`src/inc/spsw_consts.vh`:
```
// Constants of the serial status word block
`ifndef SPSW_CONSTS_VH
`define SPSW_CONSTS_VH

// ****************************************
// Register word addresses
// ****************************************
`define SPSW_REG_CTRL      3'h0
`define SPSW_REG_DEV_STAT  3'h1
`define SPSW_REG_IF_STAT   3'h2
`define SPSW_REG_IRQ_STAT  3'h3
`define SPSW_REG_IRQ_MASK  3'h4
`define SPSW_REG_LAST_WORD 3'h5

// ****************************************
// Control fields
// ****************************************
`define SPSW_CTRL_SEND   0
`define SPSW_CTRL_SHORT  1
`define SPSW_CTRL_SWRST  2
`define SPSW_CTRL_RST    2'h0

// ****************************************
// Device status bits
// ****************************************
`define SPSW_DS_FULL     7
`define SPSW_DS_RDONE    6
`define SPSW_DS_UPPER    5
`define SPSW_DS_LOWER    4
`define SPSW_DS_APOR     3
`define SPSW_DS_CONV     2
`define SPSW_DS_ROM      1
`define SPSW_DS_POR      0
`define SPSW_DS_RST      8'h09

// ****************************************
// Interface status bits
// ****************************************
`define SPSW_IF_NRDY     7
`define SPSW_IF_CLKCNT   4
`define SPSW_IF_LOW_MSB  3
`define SPSW_IF_RST      8'h00

// ****************************************
// Frame geometry
// ****************************************
`define SPSW_LONG_LEN    5'h10
`define SPSW_SHORT_LEN   5'h08
`define SPSW_BYTE_MASK   16'h0007
`define SPSW_CNT_MAX     16'hffff

`endif

```
`src/rtl/spsw_shifter.v`:
```
// Status shift register, MSB first
`timescale 1ns/100ps
`default_nettype none

module spsw_shifter (
  input  wire        i_ref_clk,  // Device clock
  input  wire        i_reset_n,  // Async reset, active low
  input  wire        i_load,     // Take a snapshot
  input  wire [15:0] i_word,     // Snapshot value
  input  wire        i_shift,    // Advance one bit
  output reg         o_msb       // Bit on the line
);

  reg [15:0] word_r;

  always @(posedge i_ref_clk or negedge i_reset_n) begin
    if (!i_reset_n) begin
      word_r <= 16'h0000;
      o_msb  <= 1'b0;
    end else if (i_load) begin
      word_r <= i_word;
      o_msb  <= i_word[15];
    end else if (i_shift) begin
      word_r <= {word_r[14:0], 1'b0};
      o_msb  <= word_r[14];
    end
  end

endmodule // spsw_shifter

`default_nettype wire

```
`src/rtl/spsw_status_top.v`:
```
// Serial status word source with Avalon-MM register access
// What this block does
// - With sending enabled, the status word goes out on the serial output MSB first during the instruction phase.
// - The instruction length setting picks the word layout; the 16-bit layout is used for long instructions.
// - Word bits 15 and 14 are zero and bit 13 is the buffer full flag.
// - Word bit 12 is the buffer read done flag.
// - Word bit 11 is set once an upper threshold hit has been seen.
// - Word bit 10 is set once a lower threshold hit has been seen.
// - Word bit 9 is the conversion fault flag, 1 after an error and 0 once cleared.
// - The conversion fault flag is set by a too-short conversion period or a processing error.
// - Word bit 8 is 1 while the internal ROM check fails.
// - Word bit 7 is the analog power-up event flag, 1 after the event and 0 once cleared.
// - The analog power-up flag rises at power-up, logic supply dip, reference dip or software reset.
// - Word bit 6 is the power-up flag, set at power-up, logic supply dip or software reset.
// - Word bit 5 flags a transaction started before digital initialisation finished.
// - Word bit 4 flags a transaction with a wrong number of serial clock edges.
// - Word bits 3 to 0 are the checksum, read-only write, partial access and invalid address faults.
//
// Implementation choices: the placing of the registers and the Avalon-MM register port.
`timescale 1ns/100ps
`default_nettype none
`include "spsw_consts.vh"

module spsw_status_top (
  input  wire        i_ref_clk,              // 250 MHz device clock
  input  wire        i_reset_n,              // Async reset, active low
  // Serial link pins
  input  wire        i_spi_sclk,             // Serial clock pin
  input  wire        i_spi_cs_n,             // Chip select pin, active low
  output wire        o_spi_sdo,              // Serial data out
  output reg         o_spi_sdo_oe,           // Serial out enable
  // Device events, same clock
  input  wire        i_buf_full,             // Result buffer full level
  input  wire        i_buf_read_done,        // Buffer fully read level
  input  wire        i_upper_threshold_hit,  // Upper threshold pulse
  input  wire        i_lower_threshold_hit,  // Lower threshold pulse
  input  wire        i_conv_period_short,    // Conversion period too short
  input  wire        i_dsp_fault,            // Processing error pulse
  input  wire        i_rom_check_fail,       // ROM check fail level
  input  wire        i_init_done,            // Digital init finished
  input  wire        i_crc_fault,            // Checksum fault pulse
  input  wire        i_readonly_write_fault, // Read-only write pulse
  input  wire        i_partial_access_fault, // Partial access pulse
  input  wire        i_addr_invalid_fault,   // Invalid address pulse
  // Analog comparators, asynchronous
  input  wire        i_logic_supply_low,     // Logic supply below threshold
  input  wire        i_ref_low,              // Reference below threshold
  // Avalon-MM slave
  input  wire [2:0]  i_avs_address,          // Word address
  input  wire        i_avs_read,             // Read request
  input  wire        i_avs_write,            // Write request
  input  wire [31:0] i_avs_writedata,        // Write data
  output reg  [31:0] o_avs_readdata,         // Read data
  output reg         o_avs_waitrequest,      // Wait request
  output reg         o_irq                   // Interrupt level
);

  // ****************************************
  // Pin synchronisers
  // ****************************************
  wire [3:0] sync_w;
  wire       cs_n_s;
  wire       sclk_s;
  wire       supply_low_s;
  wire       ref_low_s;

  spsw_sync #(.W(4)) u_sync (
    .i_ref_clk (i_ref_clk),
    .i_reset_n (i_reset_n),
    .i_async   ({i_spi_cs_n, i_spi_sclk, i_logic_supply_low, i_ref_low}),
    .o_sync    (sync_w)
  );

  assign cs_n_s       = sync_w[3];
  assign sclk_s       = sync_w[2];
  assign supply_low_s = sync_w[1];
  assign ref_low_s    = sync_w[0];

  reg cs_n_d_r;
  reg sclk_d_r;
  reg supply_low_d_r;
  reg ref_low_d_r;

  always @(posedge i_ref_clk or negedge i_reset_n) begin
    if (!i_reset_n) begin
      cs_n_d_r       <= 1'b1;
      sclk_d_r       <= 1'b1;
      supply_low_d_r <= 1'b1;
      ref_low_d_r    <= 1'b1;
    end else begin
      cs_n_d_r       <= cs_n_s;
      sclk_d_r       <= sclk_s;
      supply_low_d_r <= supply_low_s;
      ref_low_d_r    <= ref_low_s;
    end
  end

  wire frame_start = cs_n_d_r & ~cs_n_s;
  wire frame_end   = ~cs_n_d_r & cs_n_s;
  wire sclk_rise   = ~cs_n_s & ~sclk_d_r & sclk_s;
  wire sclk_fall   = ~cs_n_s & sclk_d_r & ~sclk_s;
  wire supply_dip  = ~supply_low_d_r & supply_low_s;
  wire ref_dip     = ~ref_low_d_r & ref_low_s;

  // ****************************************
  // Bus decode
  // ****************************************
  reg  [1:0]  ctrl_r;
  reg  [7:0]  dev_stat_r;
  reg  [7:0]  if_stat_r;
  reg  [15:0] irq_stat_r;
  reg  [15:0] irq_mask_r;
  reg  [15:0] last_word_r;
  reg         swrst_r;

  wire bus_req  = i_avs_read | i_avs_write;
  wire bus_done = bus_req & ~o_avs_waitrequest;
  wire wr_done  = bus_done & i_avs_write;
  wire rd_done  = bus_done & i_avs_read;

  function sel;
    input [2:0] addr;
    input [2:0] reg_addr;
    begin
      sel = (addr == reg_addr);
    end
  endfunction

  // One wait cycle, then the answer at the next edge
  always @(posedge i_ref_clk or negedge i_reset_n) begin
    if (!i_reset_n) begin
      o_avs_waitrequest <= 1'b1;
      o_avs_readdata    <= 32'h00000000;
    end else begin
      o_avs_waitrequest <= ~(bus_req & o_avs_waitrequest);
      if (i_avs_read & o_avs_waitrequest) begin
        case (i_avs_address)
          `SPSW_REG_CTRL:      o_avs_readdata <= {30'h00000000, ctrl_r};
          `SPSW_REG_DEV_STAT:  o_avs_readdata <= {24'h000000, dev_stat_r};
          `SPSW_REG_IF_STAT:   o_avs_readdata <= {24'h000000, if_stat_r};
          `SPSW_REG_IRQ_STAT:  o_avs_readdata <= {16'h0000, irq_stat_r};
          `SPSW_REG_IRQ_MASK:  o_avs_readdata <= {16'h0000, irq_mask_r};
          `SPSW_REG_LAST_WORD: o_avs_readdata <= {16'h0000, last_word_r};
          default:             o_avs_readdata <= 32'h00000000;
        endcase
      end
    end
  end

  // Control; the software reset field is a self-clearing pulse
  always @(posedge i_ref_clk or negedge i_reset_n) begin
    if (!i_reset_n) begin
      ctrl_r     <= `SPSW_CTRL_RST;
      irq_mask_r <= 16'h0000;
      swrst_r    <= 1'b0;
    end else begin
      swrst_r <= wr_done & sel(i_avs_address, `SPSW_REG_CTRL) & i_avs_writedata[`SPSW_CTRL_SWRST];
      if (wr_done & sel(i_avs_address, `SPSW_REG_CTRL)) begin
        ctrl_r <= i_avs_writedata[`SPSW_CTRL_SHORT:`SPSW_CTRL_SEND];
      end
      if (wr_done & sel(i_avs_address, `SPSW_REG_IRQ_MASK)) begin
        irq_mask_r <= i_avs_writedata[15:0];
      end
    end
  end

  wire       dev_clr_wr = wr_done & sel(i_avs_address, `SPSW_REG_DEV_STAT);
  wire       if_clr_wr  = wr_done & sel(i_avs_address, `SPSW_REG_IF_STAT);
  wire [7:0] dev_clr    = dev_clr_wr ? i_avs_writedata[7:0] : 8'h00;
  wire [7:0] if_clr     = if_clr_wr ? i_avs_writedata[7:0] : 8'h00;

  // ****************************************
  // Device status
  // ****************************************
  // Sticky flags clear by writing one; a set in the same cycle wins
  wire [7:0] dev_set;
  assign dev_set[`SPSW_DS_FULL]  = 1'b0;
  assign dev_set[`SPSW_DS_RDONE] = 1'b0;
  assign dev_set[`SPSW_DS_UPPER] = i_upper_threshold_hit;
  assign dev_set[`SPSW_DS_LOWER] = i_lower_threshold_hit;
  assign dev_set[`SPSW_DS_APOR]  = supply_dip | ref_dip | swrst_r;
  assign dev_set[`SPSW_DS_CONV]  = i_conv_period_short | i_dsp_fault;
  assign dev_set[`SPSW_DS_ROM]   = 1'b0;
  assign dev_set[`SPSW_DS_POR]   = supply_dip | swrst_r;

  always @(posedge i_ref_clk or negedge i_reset_n) begin
    if (!i_reset_n) begin
      dev_stat_r <= `SPSW_DS_RST;
    end else begin
      dev_stat_r <= (dev_stat_r & ~dev_clr) | dev_set;
      // Live levels follow their sources
      dev_stat_r[`SPSW_DS_FULL]  <= i_buf_full;
      dev_stat_r[`SPSW_DS_RDONE] <= i_buf_read_done;
      dev_stat_r[`SPSW_DS_ROM]   <= i_rom_check_fail;
    end
  end

  // ****************************************
  // Frame tracking
  // ****************************************
  reg  [15:0] edge_cnt_r;
  reg  [4:0]  bit_cnt_r;
  reg  [4:0]  instr_len_r;
  reg         sending_r;

  wire [4:0] instr_len = ctrl_r[`SPSW_CTRL_SHORT] ? `SPSW_SHORT_LEN : `SPSW_LONG_LEN;
  wire clk_cnt_bad = frame_end &
                     ((edge_cnt_r < {11'h000, instr_len_r}) |
                      ((edge_cnt_r & `SPSW_BYTE_MASK) != 16'h0000));

  always @(posedge i_ref_clk or negedge i_reset_n) begin
    if (!i_reset_n) begin
      edge_cnt_r  <= 16'h0000;
    end else if (frame_start) begin
      edge_cnt_r  <= 16'h0000;
    end else if (sclk_rise && edge_cnt_r != `SPSW_CNT_MAX) begin
      edge_cnt_r  <= edge_cnt_r + 16'h0001;
    end
  end

  // ****************************************
  // Interface status
  // ****************************************
  wire [7:0] if_set;
  assign if_set[`SPSW_IF_NRDY]   = frame_start & ~i_init_done;
  assign if_set[6:5]             = 2'h0;
  assign if_set[`SPSW_IF_CLKCNT] = clk_cnt_bad;
  assign if_set[`SPSW_IF_LOW_MSB:0] = {i_crc_fault, i_readonly_write_fault,
                                       i_partial_access_fault, i_addr_invalid_fault};

  always @(posedge i_ref_clk or negedge i_reset_n) begin
    if (!i_reset_n) begin
      if_stat_r <= `SPSW_IF_RST;
    end else begin
      if_stat_r <= (if_stat_r & ~if_clr) | if_set;
    end
  end

  // ****************************************
  // Status word assembly
  // ****************************************
  wire [15:0] long_word = {2'h0,
                           dev_stat_r[`SPSW_DS_FULL],
                           dev_stat_r[`SPSW_DS_RDONE],
                           dev_stat_r[`SPSW_DS_UPPER],
                           dev_stat_r[`SPSW_DS_LOWER],
                           dev_stat_r[`SPSW_DS_CONV],
                           dev_stat_r[`SPSW_DS_ROM],
                           dev_stat_r[`SPSW_DS_APOR],
                           dev_stat_r[`SPSW_DS_POR],
                           if_stat_r[`SPSW_IF_NRDY],
                           if_stat_r[`SPSW_IF_CLKCNT],
                           if_stat_r[`SPSW_IF_LOW_MSB:0]};
  // Short layout sits in the upper byte so MSB-first still holds
  wire [15:0] short_word = {1'b0, dev_stat_r[`SPSW_DS_POR], if_stat_r[`SPSW_IF_NRDY],
                            if_stat_r[`SPSW_IF_CLKCNT], if_stat_r[`SPSW_IF_LOW_MSB:0], 8'h00};
  wire [15:0] word_now = ctrl_r[`SPSW_CTRL_SHORT] ? short_word : long_word;

  // ****************************************
  // Serial output
  // ****************************************
  // Shift on falling edges so the host samples stable data on rising ones
  wire shift_en = sending_r & sclk_fall & (bit_cnt_r < instr_len_r);

  spsw_shifter u_shift (
    .i_ref_clk (i_ref_clk),
    .i_reset_n (i_reset_n),
    .i_load    (frame_start),
    .i_word    (word_now),
    .i_shift   (shift_en),
    .o_msb     (o_spi_sdo)
  );

  wire [4:0] bit_cnt_nxt = frame_start ? 5'h00 :
                           (shift_en ? bit_cnt_r + 5'h01 : bit_cnt_r);

  always @(posedge i_ref_clk or negedge i_reset_n) begin
    if (!i_reset_n) begin
      bit_cnt_r    <= 5'h00;
      instr_len_r  <= `SPSW_LONG_LEN;
      sending_r    <= 1'b0;
      o_spi_sdo_oe <= 1'b0;
      last_word_r  <= 16'h0000;
    end else begin
      bit_cnt_r <= bit_cnt_nxt;
      if (frame_start) begin
        instr_len_r <= instr_len;
        sending_r   <= ctrl_r[`SPSW_CTRL_SEND];
        last_word_r <= word_now;
      end else if (frame_end) begin
        sending_r   <= 1'b0;
      end
      // Release the line once the instruction phase is over
      o_spi_sdo_oe <= frame_start ? ctrl_r[`SPSW_CTRL_SEND] :
                      (sending_r & ~frame_end & (bit_cnt_nxt < instr_len_r));
    end
  end

  // ****************************************
  // Interrupts
  // ****************************************
  // Any word bit rising raises its sticky bit; a read clears, a set wins
  reg  [15:0] word_d_r;
  wire        irq_rd_clr = rd_done & sel(i_avs_address, `SPSW_REG_IRQ_STAT);
  wire [15:0] irq_rise   = long_word & ~word_d_r;
  wire [15:0] irq_nxt    = (irq_rd_clr ? 16'h0000 : irq_stat_r) | irq_rise;

  always @(posedge i_ref_clk or negedge i_reset_n) begin
    if (!i_reset_n) begin
      word_d_r   <= 16'h0000;
      irq_stat_r <= 16'h0000;
      o_irq      <= 1'b0;
    end else begin
      word_d_r   <= long_word;
      irq_stat_r <= irq_nxt;
      o_irq      <= |(irq_nxt & irq_mask_r);
    end
  end

endmodule // spsw_status_top

`default_nettype wire

```
`src/rtl/spsw_sync.v`:
```
// Two-stage synchroniser for a group of asynchronous levels
`timescale 1ns/100ps
`default_nettype none

module spsw_sync #(
  parameter W = 4
) (
  input  wire         i_ref_clk,  // Device clock
  input  wire         i_reset_n,  // Async reset, active low
  input  wire [W-1:0] i_async,    // Levels from pins
  output reg  [W-1:0] o_sync      // Synchronised levels
);

  reg [W-1:0] meta_r;

  // First stage is read only by the second
  always @(posedge i_ref_clk or negedge i_reset_n) begin
    if (!i_reset_n) begin
      meta_r <= {W{1'b1}};
      o_sync <= {W{1'b1}};
    end else begin
      meta_r <= i_async;
      o_sync <= meta_r;
    end
  end

endmodule // spsw_sync

`default_nettype wire

```
`config.mk`:
```
export PLATFORM = sky130hd
export DESIGN_NAME = spsw_status_top
export DESIGN_NICKNAME = d
export VERILOG_FILES = /design/src/rtl/spsw_shifter.v /design/src/rtl/spsw_status_top.v /design/src/rtl/spsw_sync.v
export VERILOG_INCLUDE_DIRS = /design/src /design/src/inc
export SDC_FILE = /design/constraint.sdc
export NUM_CORES = 1
export LEC_CHECK = 0
export CAP_MARGIN = 20
export CORE_ASPECT_RATIO = 1.1
export CORE_UTILIZATION = 70
export CTS_BUF_LIST = sky130_fd_sc_hd__clkbuf_8
export CTS_CLUSTER_SIZE = 20
export DETAILED_ROUTE_END_ITERATION = 10
export DONT_BUFFER_PORTS = 1
export PLACE_DENSITY = 0.94
export SLEW_MARGIN = 25
export SYNTH_ARGS = -nofsm -noshare
export SYNTH_HDL_FRONTEND = slang
export SYNTH_SLANG_ARGS = --single-unit
export TNS_END_PERCENT = 100
```
`constraint.sdc`:
```
create_clock -name i_ref_clk -period 5.45 [get_ports i_ref_clk]
set_clock_uncertainty 0.2 [all_clocks]
set_input_delay 0.545 -clock i_ref_clk [delete_from_list [all_inputs] [get_ports i_ref_clk]]
set_output_delay 0.545 -clock i_ref_clk [all_outputs]
set_load 0.005 [all_outputs]
```
Yosys cells after proc, flatten, opt, wreduce, memory -nomap -nowiden
Cells that the tools add are included.
{ "word_totals": {"ff_bits": 171, "out_inout_bits": 36} }
{ "classes": {"n_addsub": 2, "magnitude_cmp": 3, "eq_ne": 6, "n_mux": 17, "bitwise_logic": 51, "n_reduce_logical": 7} }
{ "op_table": {"columns": ["op", "n"], "rows": [
  ["$pmux 16 s6", 1],
  ["$mux 16", 3],
  ["$mux 15", 3],
  ["$and 1x1->1", 25],
  ["$add 16x1->16 const B", 1],
  ["$and 14x16->16", 1],
  ["$and 16x16->16", 1],
  ["$lt 16x5->1", 1],
  ["$ne 16x16->1 const B", 1],
  ["$not 14->16", 1],
  ["$or 16x16->16", 1],
  ["$reduce_bool 16->1", 1],
  ["$reduce_or 16->1", 1],
  ["$mux 5", 3],
  ["$lt 5x5->1", 2],
  ["$not 1->1", 10],
  ["$and 8x8->8", 1],
  ["$mux 8", 1],
  ["$not 8->8", 1],
  ["$or 8x8->8", 1],
  ["$and 6x6->6", 1],
  ["$eq 3x2->1 const B", 2],
  ["$eq 3x3->1 const B", 2],
  ["$mux 6", 1],
  ["9 further kinds", 20]
]} }

Depth between registers and ports, before layout
{ "depth": {"depth_word": 10, "depth_mapped": 10} }

Cells and area by module
A second synthesis with hierarchy kept.
{ "unflattened": {"hier_cells": 616, "area_unflattened_um2": 6860.3} }
{ "modules_own_cells": {"columns": ["mod", "instances", "cells_per_inst", "area_each_um2", "seq_area_each_um2"], "rows": [
  ["spsw_status_top", 1, 539, 5908.2, 3188.1],
  ["spsw_shifter", 1, 69, 742.0, 400.4],
  ["spsw_sync", 1, 8, 210.2, 210.2]
]} }

Worst setup path before layout
OpenSTA, ideal clock, no wires.
{ "synth_path": {"path_type": "register to register", "from": "register instr_len_r[4]", "to": "register o_spi_sdo_oe", "t_arrival_ns": 2.659, "required_ns": 5.167, "setup_slack_ns": 2.508, "stages_incl_launch_ff": 11, "path_buffers": 1, "path_cell_list": "dfstp_2 -> inv_1 -> ha_1 -> a2111oi_4 -> buf_4 -> nand4_1 -> xor2_1 -> nor2_1 -> ha_1 -> or4b_2 -> o21ai_0"} }
{ "synth_between": {"elab_chain_len": 7} }
{ "synth_lines": {"columns": ["item", "line_no", "source"], "rows": [
  ["from (decl)", "spsw_status_top.v:203", "reg [4:0] instr_len_r;"],
  ["from (signal assigned)", "spsw_status_top.v:280", "instr_len_r <= `SPSW_LONG_LEN;"],
  ["from (signal assigned)", "spsw_status_top.v:287", "instr_len_r <= instr_len;"],
  ["$lt 5x5->1", "spsw_status_top.v:263", "wire shift_en = sending_r & sclk_fall & (bit_cnt_r < instr_len_r);"],
  ["$and 1x1->1", "spsw_status_top.v:263", null],
  ["$mux 5", "spsw_status_top.v:275", "(shift_en ? bit_cnt_r + 5'h01 : bit_cnt_r);"],
  ["$mux 5", "spsw_status_top.v:274", "wire [4:0] bit_cnt_nxt = frame_start ? 5'h00 :"],
  ["named net bit_cnt_nxt[4]", "spsw_status_top.v:274", null],
  ["$lt 5x5->1", "spsw_status_top.v:295", "(sending_r & ~frame_end & (bit_cnt_nxt < instr_len_r));"],
  ["$and 1x1->1", "spsw_status_top.v:295", null],
  ["$mux 1", "spsw_status_top.v:294", "o_spi_sdo_oe <= frame_start ? ctrl_r[`SPSW_CTRL_SEND] :"],
  ["to (signal assigned)", "spsw_status_top.v:294", null],
  ["to (decl)", "spsw_status_top.v:31", "output reg o_spi_sdo_oe,"]
]} }
The timed path passes the listed nets, and every way through them passes these cells.
A chain may end at the register's enable or synchronous reset.

Worst setup path after layout
Ends and elaborated chain as after synthesis.

==> flow_metrics.py <==
metrics = {
    "outcome": {
        "status": "completed",
    },
    "critical_path": {
        "critical_path_class": "register to register",
        "critPathLaunch": "instr_len_r[4]",
        "required_ps": 5610,
        "cp-endpoint": "o_spi_sdo_oe",
        "cp.arrival_ps": 3350,
        "rrSetupSlack_ps": 2260,
        "r2r_cells": 10,
        "path_max_fanout": 22,
        "critPathCaptureType": "register",
        "reg2reg_to": "o_spi_sdo_oe",
        "timing.rr.start": "instr_len_r[4]",
        "critPathLaunchType": "register",
    },
    "yosys": {
        "synth_edf_count": 0,
        "synth_flop_cell": "dfrtp_1",
        "yosys_warnings": 0,
        "synth_seq_cells": 151,
        "synth.area.top_cells": "dfrtp_1 50%, dfstp_2 6.2%, mux2_2 4.8%",
        "ys_seq_area_share_pct": 55.9,
        "syn_inst": 598,
        "synth_top_cell_by_area": "dfrtp_1",
        "synth.avg_cell_area_um2": 11.4,
        "synth_area_mm2": 0.00680,
        "synth_cell_types": 55,
        "synth_top_cell_area_share_pct": 49.7,
        "synthArstFlopShare_pct": 100,
    },
    "drt": {
        "avgRoutedWirePerCell_um": 20.0,
        "route.detailed.drc": 0,
        "drt_iter0_markers": 414,
        "postRouteAntennaNets": 0,
        "vias": 4673,
        "via_per_inst": 6.34,
        "drt_wl_total_um": 14800,
        "firstDrtPassIters": 5,
    },
    "floorplanning": {
        "fp.dieH_um": 105,
        "row_count": 37,
        "ios": 91,
        "start_util_pct": 72.3,
        "core_area_mm2": 0.00940,
        "fp.dieW_um": 96.0,
        "fp.dieArea_mm2": 0.0101,
    },
    "global_routing": {
        "grt_use_total_pct": 31.7,
        "grt_pass1_vias": 4861,
        "grt_pass1_wl_um": 23700,
        "grt_max_degree": 152,
        "overflow": 0,
        "antenna_found_initial": 0,
    },
    "hold_path": {
        "hp-class": "primary input to register",
    },
    "cts": {
        "insertion_delay_ps": 440,
        "post_cts_resized": 0,
        "clock_path_buffers": 2,
        "cts_tree": "done",
        "cts_made_buffers": 17,
        "clockRootBuffer": "clkbuf_8",
        "path_clk_slew_ps": 80,
        "htree_levels": 4,
        "cts.sink_count": 151,
        "postCtsSetupRepairBufs": 0,
        "cts_hold_buf": 19,
    },
    "layout": {
        "synthToLayoutAreaGrowth_pct": 8.72,
        "final_core_util_pct": 78.7,
        "regArea_mm2": 0.00380,
        "diodes": 0,
        "multi_input_area_mm2": 0.00271,
        "nets": 671,
        "drive_gt1_share_pct": 14.5,
        "fillers": 524,
    },
    "sta": {
        "setup_tns_ps": 0,
        "setup_slack_ps": 2260,
        "hold-worst-slack_ps": 24.7,
        "drv_slew": 0,
        "hold_violations": 0,
        "setup_viol": 0,
        "rsz0062_at_grt": "false",
        "period_share_pct": 58.6,
        "tightest_slew_ps": 958,
        "slew_headroom_pct": 35.9,
        "finalCriticalPeriod_ps": 3190,
        "max_freq_mhz": 313,
    },
    "placement": {
        "dpl.hpwl_um": 9540,
        "gp_congestion": 0.942,
        "port_buffers": 0,
        "pre_cts_ws_ps": 2270,
    },
    "power": {
        "power_leakage_nw": 3.16,
        "power_mw": 2.63,
        "power_density_mw_per_mm2": 355,
        "ir_drop_uv": 200,
    },
    "job": {
        "maxCapViolCount": 0,
    },
}
==> cells in the mapped netlist, types with 4 or more instances <==
cell type / n
a21boi_0: 4
dfstp_2: 16
mux2i_1: 26
a21o_1: 15
nor4_1: 11
mux2_2: 29
o22ai_1: 6
buf_4: 17
dfrtp_1: 135
nor3_1: 10
nand3_1: 6
inv_1: 26
nor2_1: 26
a221oi_1: 4
ha_1: 8
nand2b_1: 11
nand4_1: 5
xnor2_1: 15
clkbuf_1: 19
o21ai_0: 46
nand3b_1: 11
nand2_1: 50
buf_2: 8
a22o_1: 15
a22oi_1: 13
and2_1: 5
o21a_1: 13
nor2b_1: 9
==> cells in the final DEF, fill, tap and decap left out, types with 13 or more instances in the layout <==
cell and count:
dlygate4sd3_1 18, a21o_1 15, dfstp_2 16, a22oi_1 13
a22o_1 15, o21ai_0 46, xnor2_1 15, inv_1 27
o21a_1 13, clkbuf_8 21, mux2i_1 26, mux2_2 29
dfrtp_1 135, nand2_1 50, conb_1 16, nor2_1 26
==> critical path, cell delays in order, from the launching register on <==
cell	delay [ps]
dfstp_2	520
inv_1	80
ha_1	320
a2111oi_4	290
buf_4	360
nand4_1	160
xor2_1	150
nor2_1	80
ha_1	170
or4b_2	590
o21ai_0	190
==> per-layer routing <==
layer,vias up,global-route usage [%],wire length (um)
li1,2097,-,-
met1,2307,38.1,5630
met2,215,49.6,7420
met3,54,9.31,996
met4,0,19.9,709
met5,-,0,0
==> registers in the layout, summed over array words and instances, names as in the netlist, 5 cells and up <==
signal,cells
irq_stat_r,16
edge_cnt_r,16
bit_cnt_r,5
dev_stat_r,8
last_word_r,15
if_stat_r,8
irq_mask_r,16
o_avs_readdata,16
u_shift.word_r,15
word_d_r,14
==> report_power, final <==
part           internal, mW  switching (mW)
clock network         0.493           0.385
registers              1.27           0.126
logic                 0.171           0.179
total                  1.94           0.690
==> worst min path at each step <==
stage,startpoint,end,slack (ps),depth (start not counted)
after floorplan,i_reset_n,bit_cnt_r[0],50,0
final,i_avs_writedata[5],if_stat_r[5],20,1
after global routing,i_avs_writedata[6],if_stat_r[6],4,1
after detailed placement,i_reset_n,o_avs_readdata[8],50,0
after CTS,i_avs_writedata[5],if_stat_r[5],4,1
after global placement,i_reset_n,o_avs_readdata[12],50,0
==> per-stage QoR <==
stage	cell area [um2]	cells
after floorplan	6860	613
after CTS	7390	737
after detailed placement	6770	687
after global routing	7390	737
after global placement	6770	687
final	7390	737
==> kinds of logic after synthesis <==
logic type | count (synthesis) | share of synthesized area (%)
AND/OR/NAND/NOR | 161 | 12.5
flip-flops | 151 | 55.9
AO/OA/AOI/OAI | 133 | 13.9
buffers and inverters | 71 | 5.12
multiplexers | 56 | 8.96
XOR/XNOR | 17 | 2.19
adder cells (fa/ha/maj) | 8 | 1.47
other | 1 | 0.0552
==> layout make-up <==
class	count	share of cell area (%)
timing repair buffer	21	3.01
multi-input combinational	391	36.7
tap	117	1.98
clock buffer	21	3.91
inverter	26	1.32
sequential	151	51.4
clock inverter	10	1.71
Note: power is estimated with default switching activity, not from simulation.
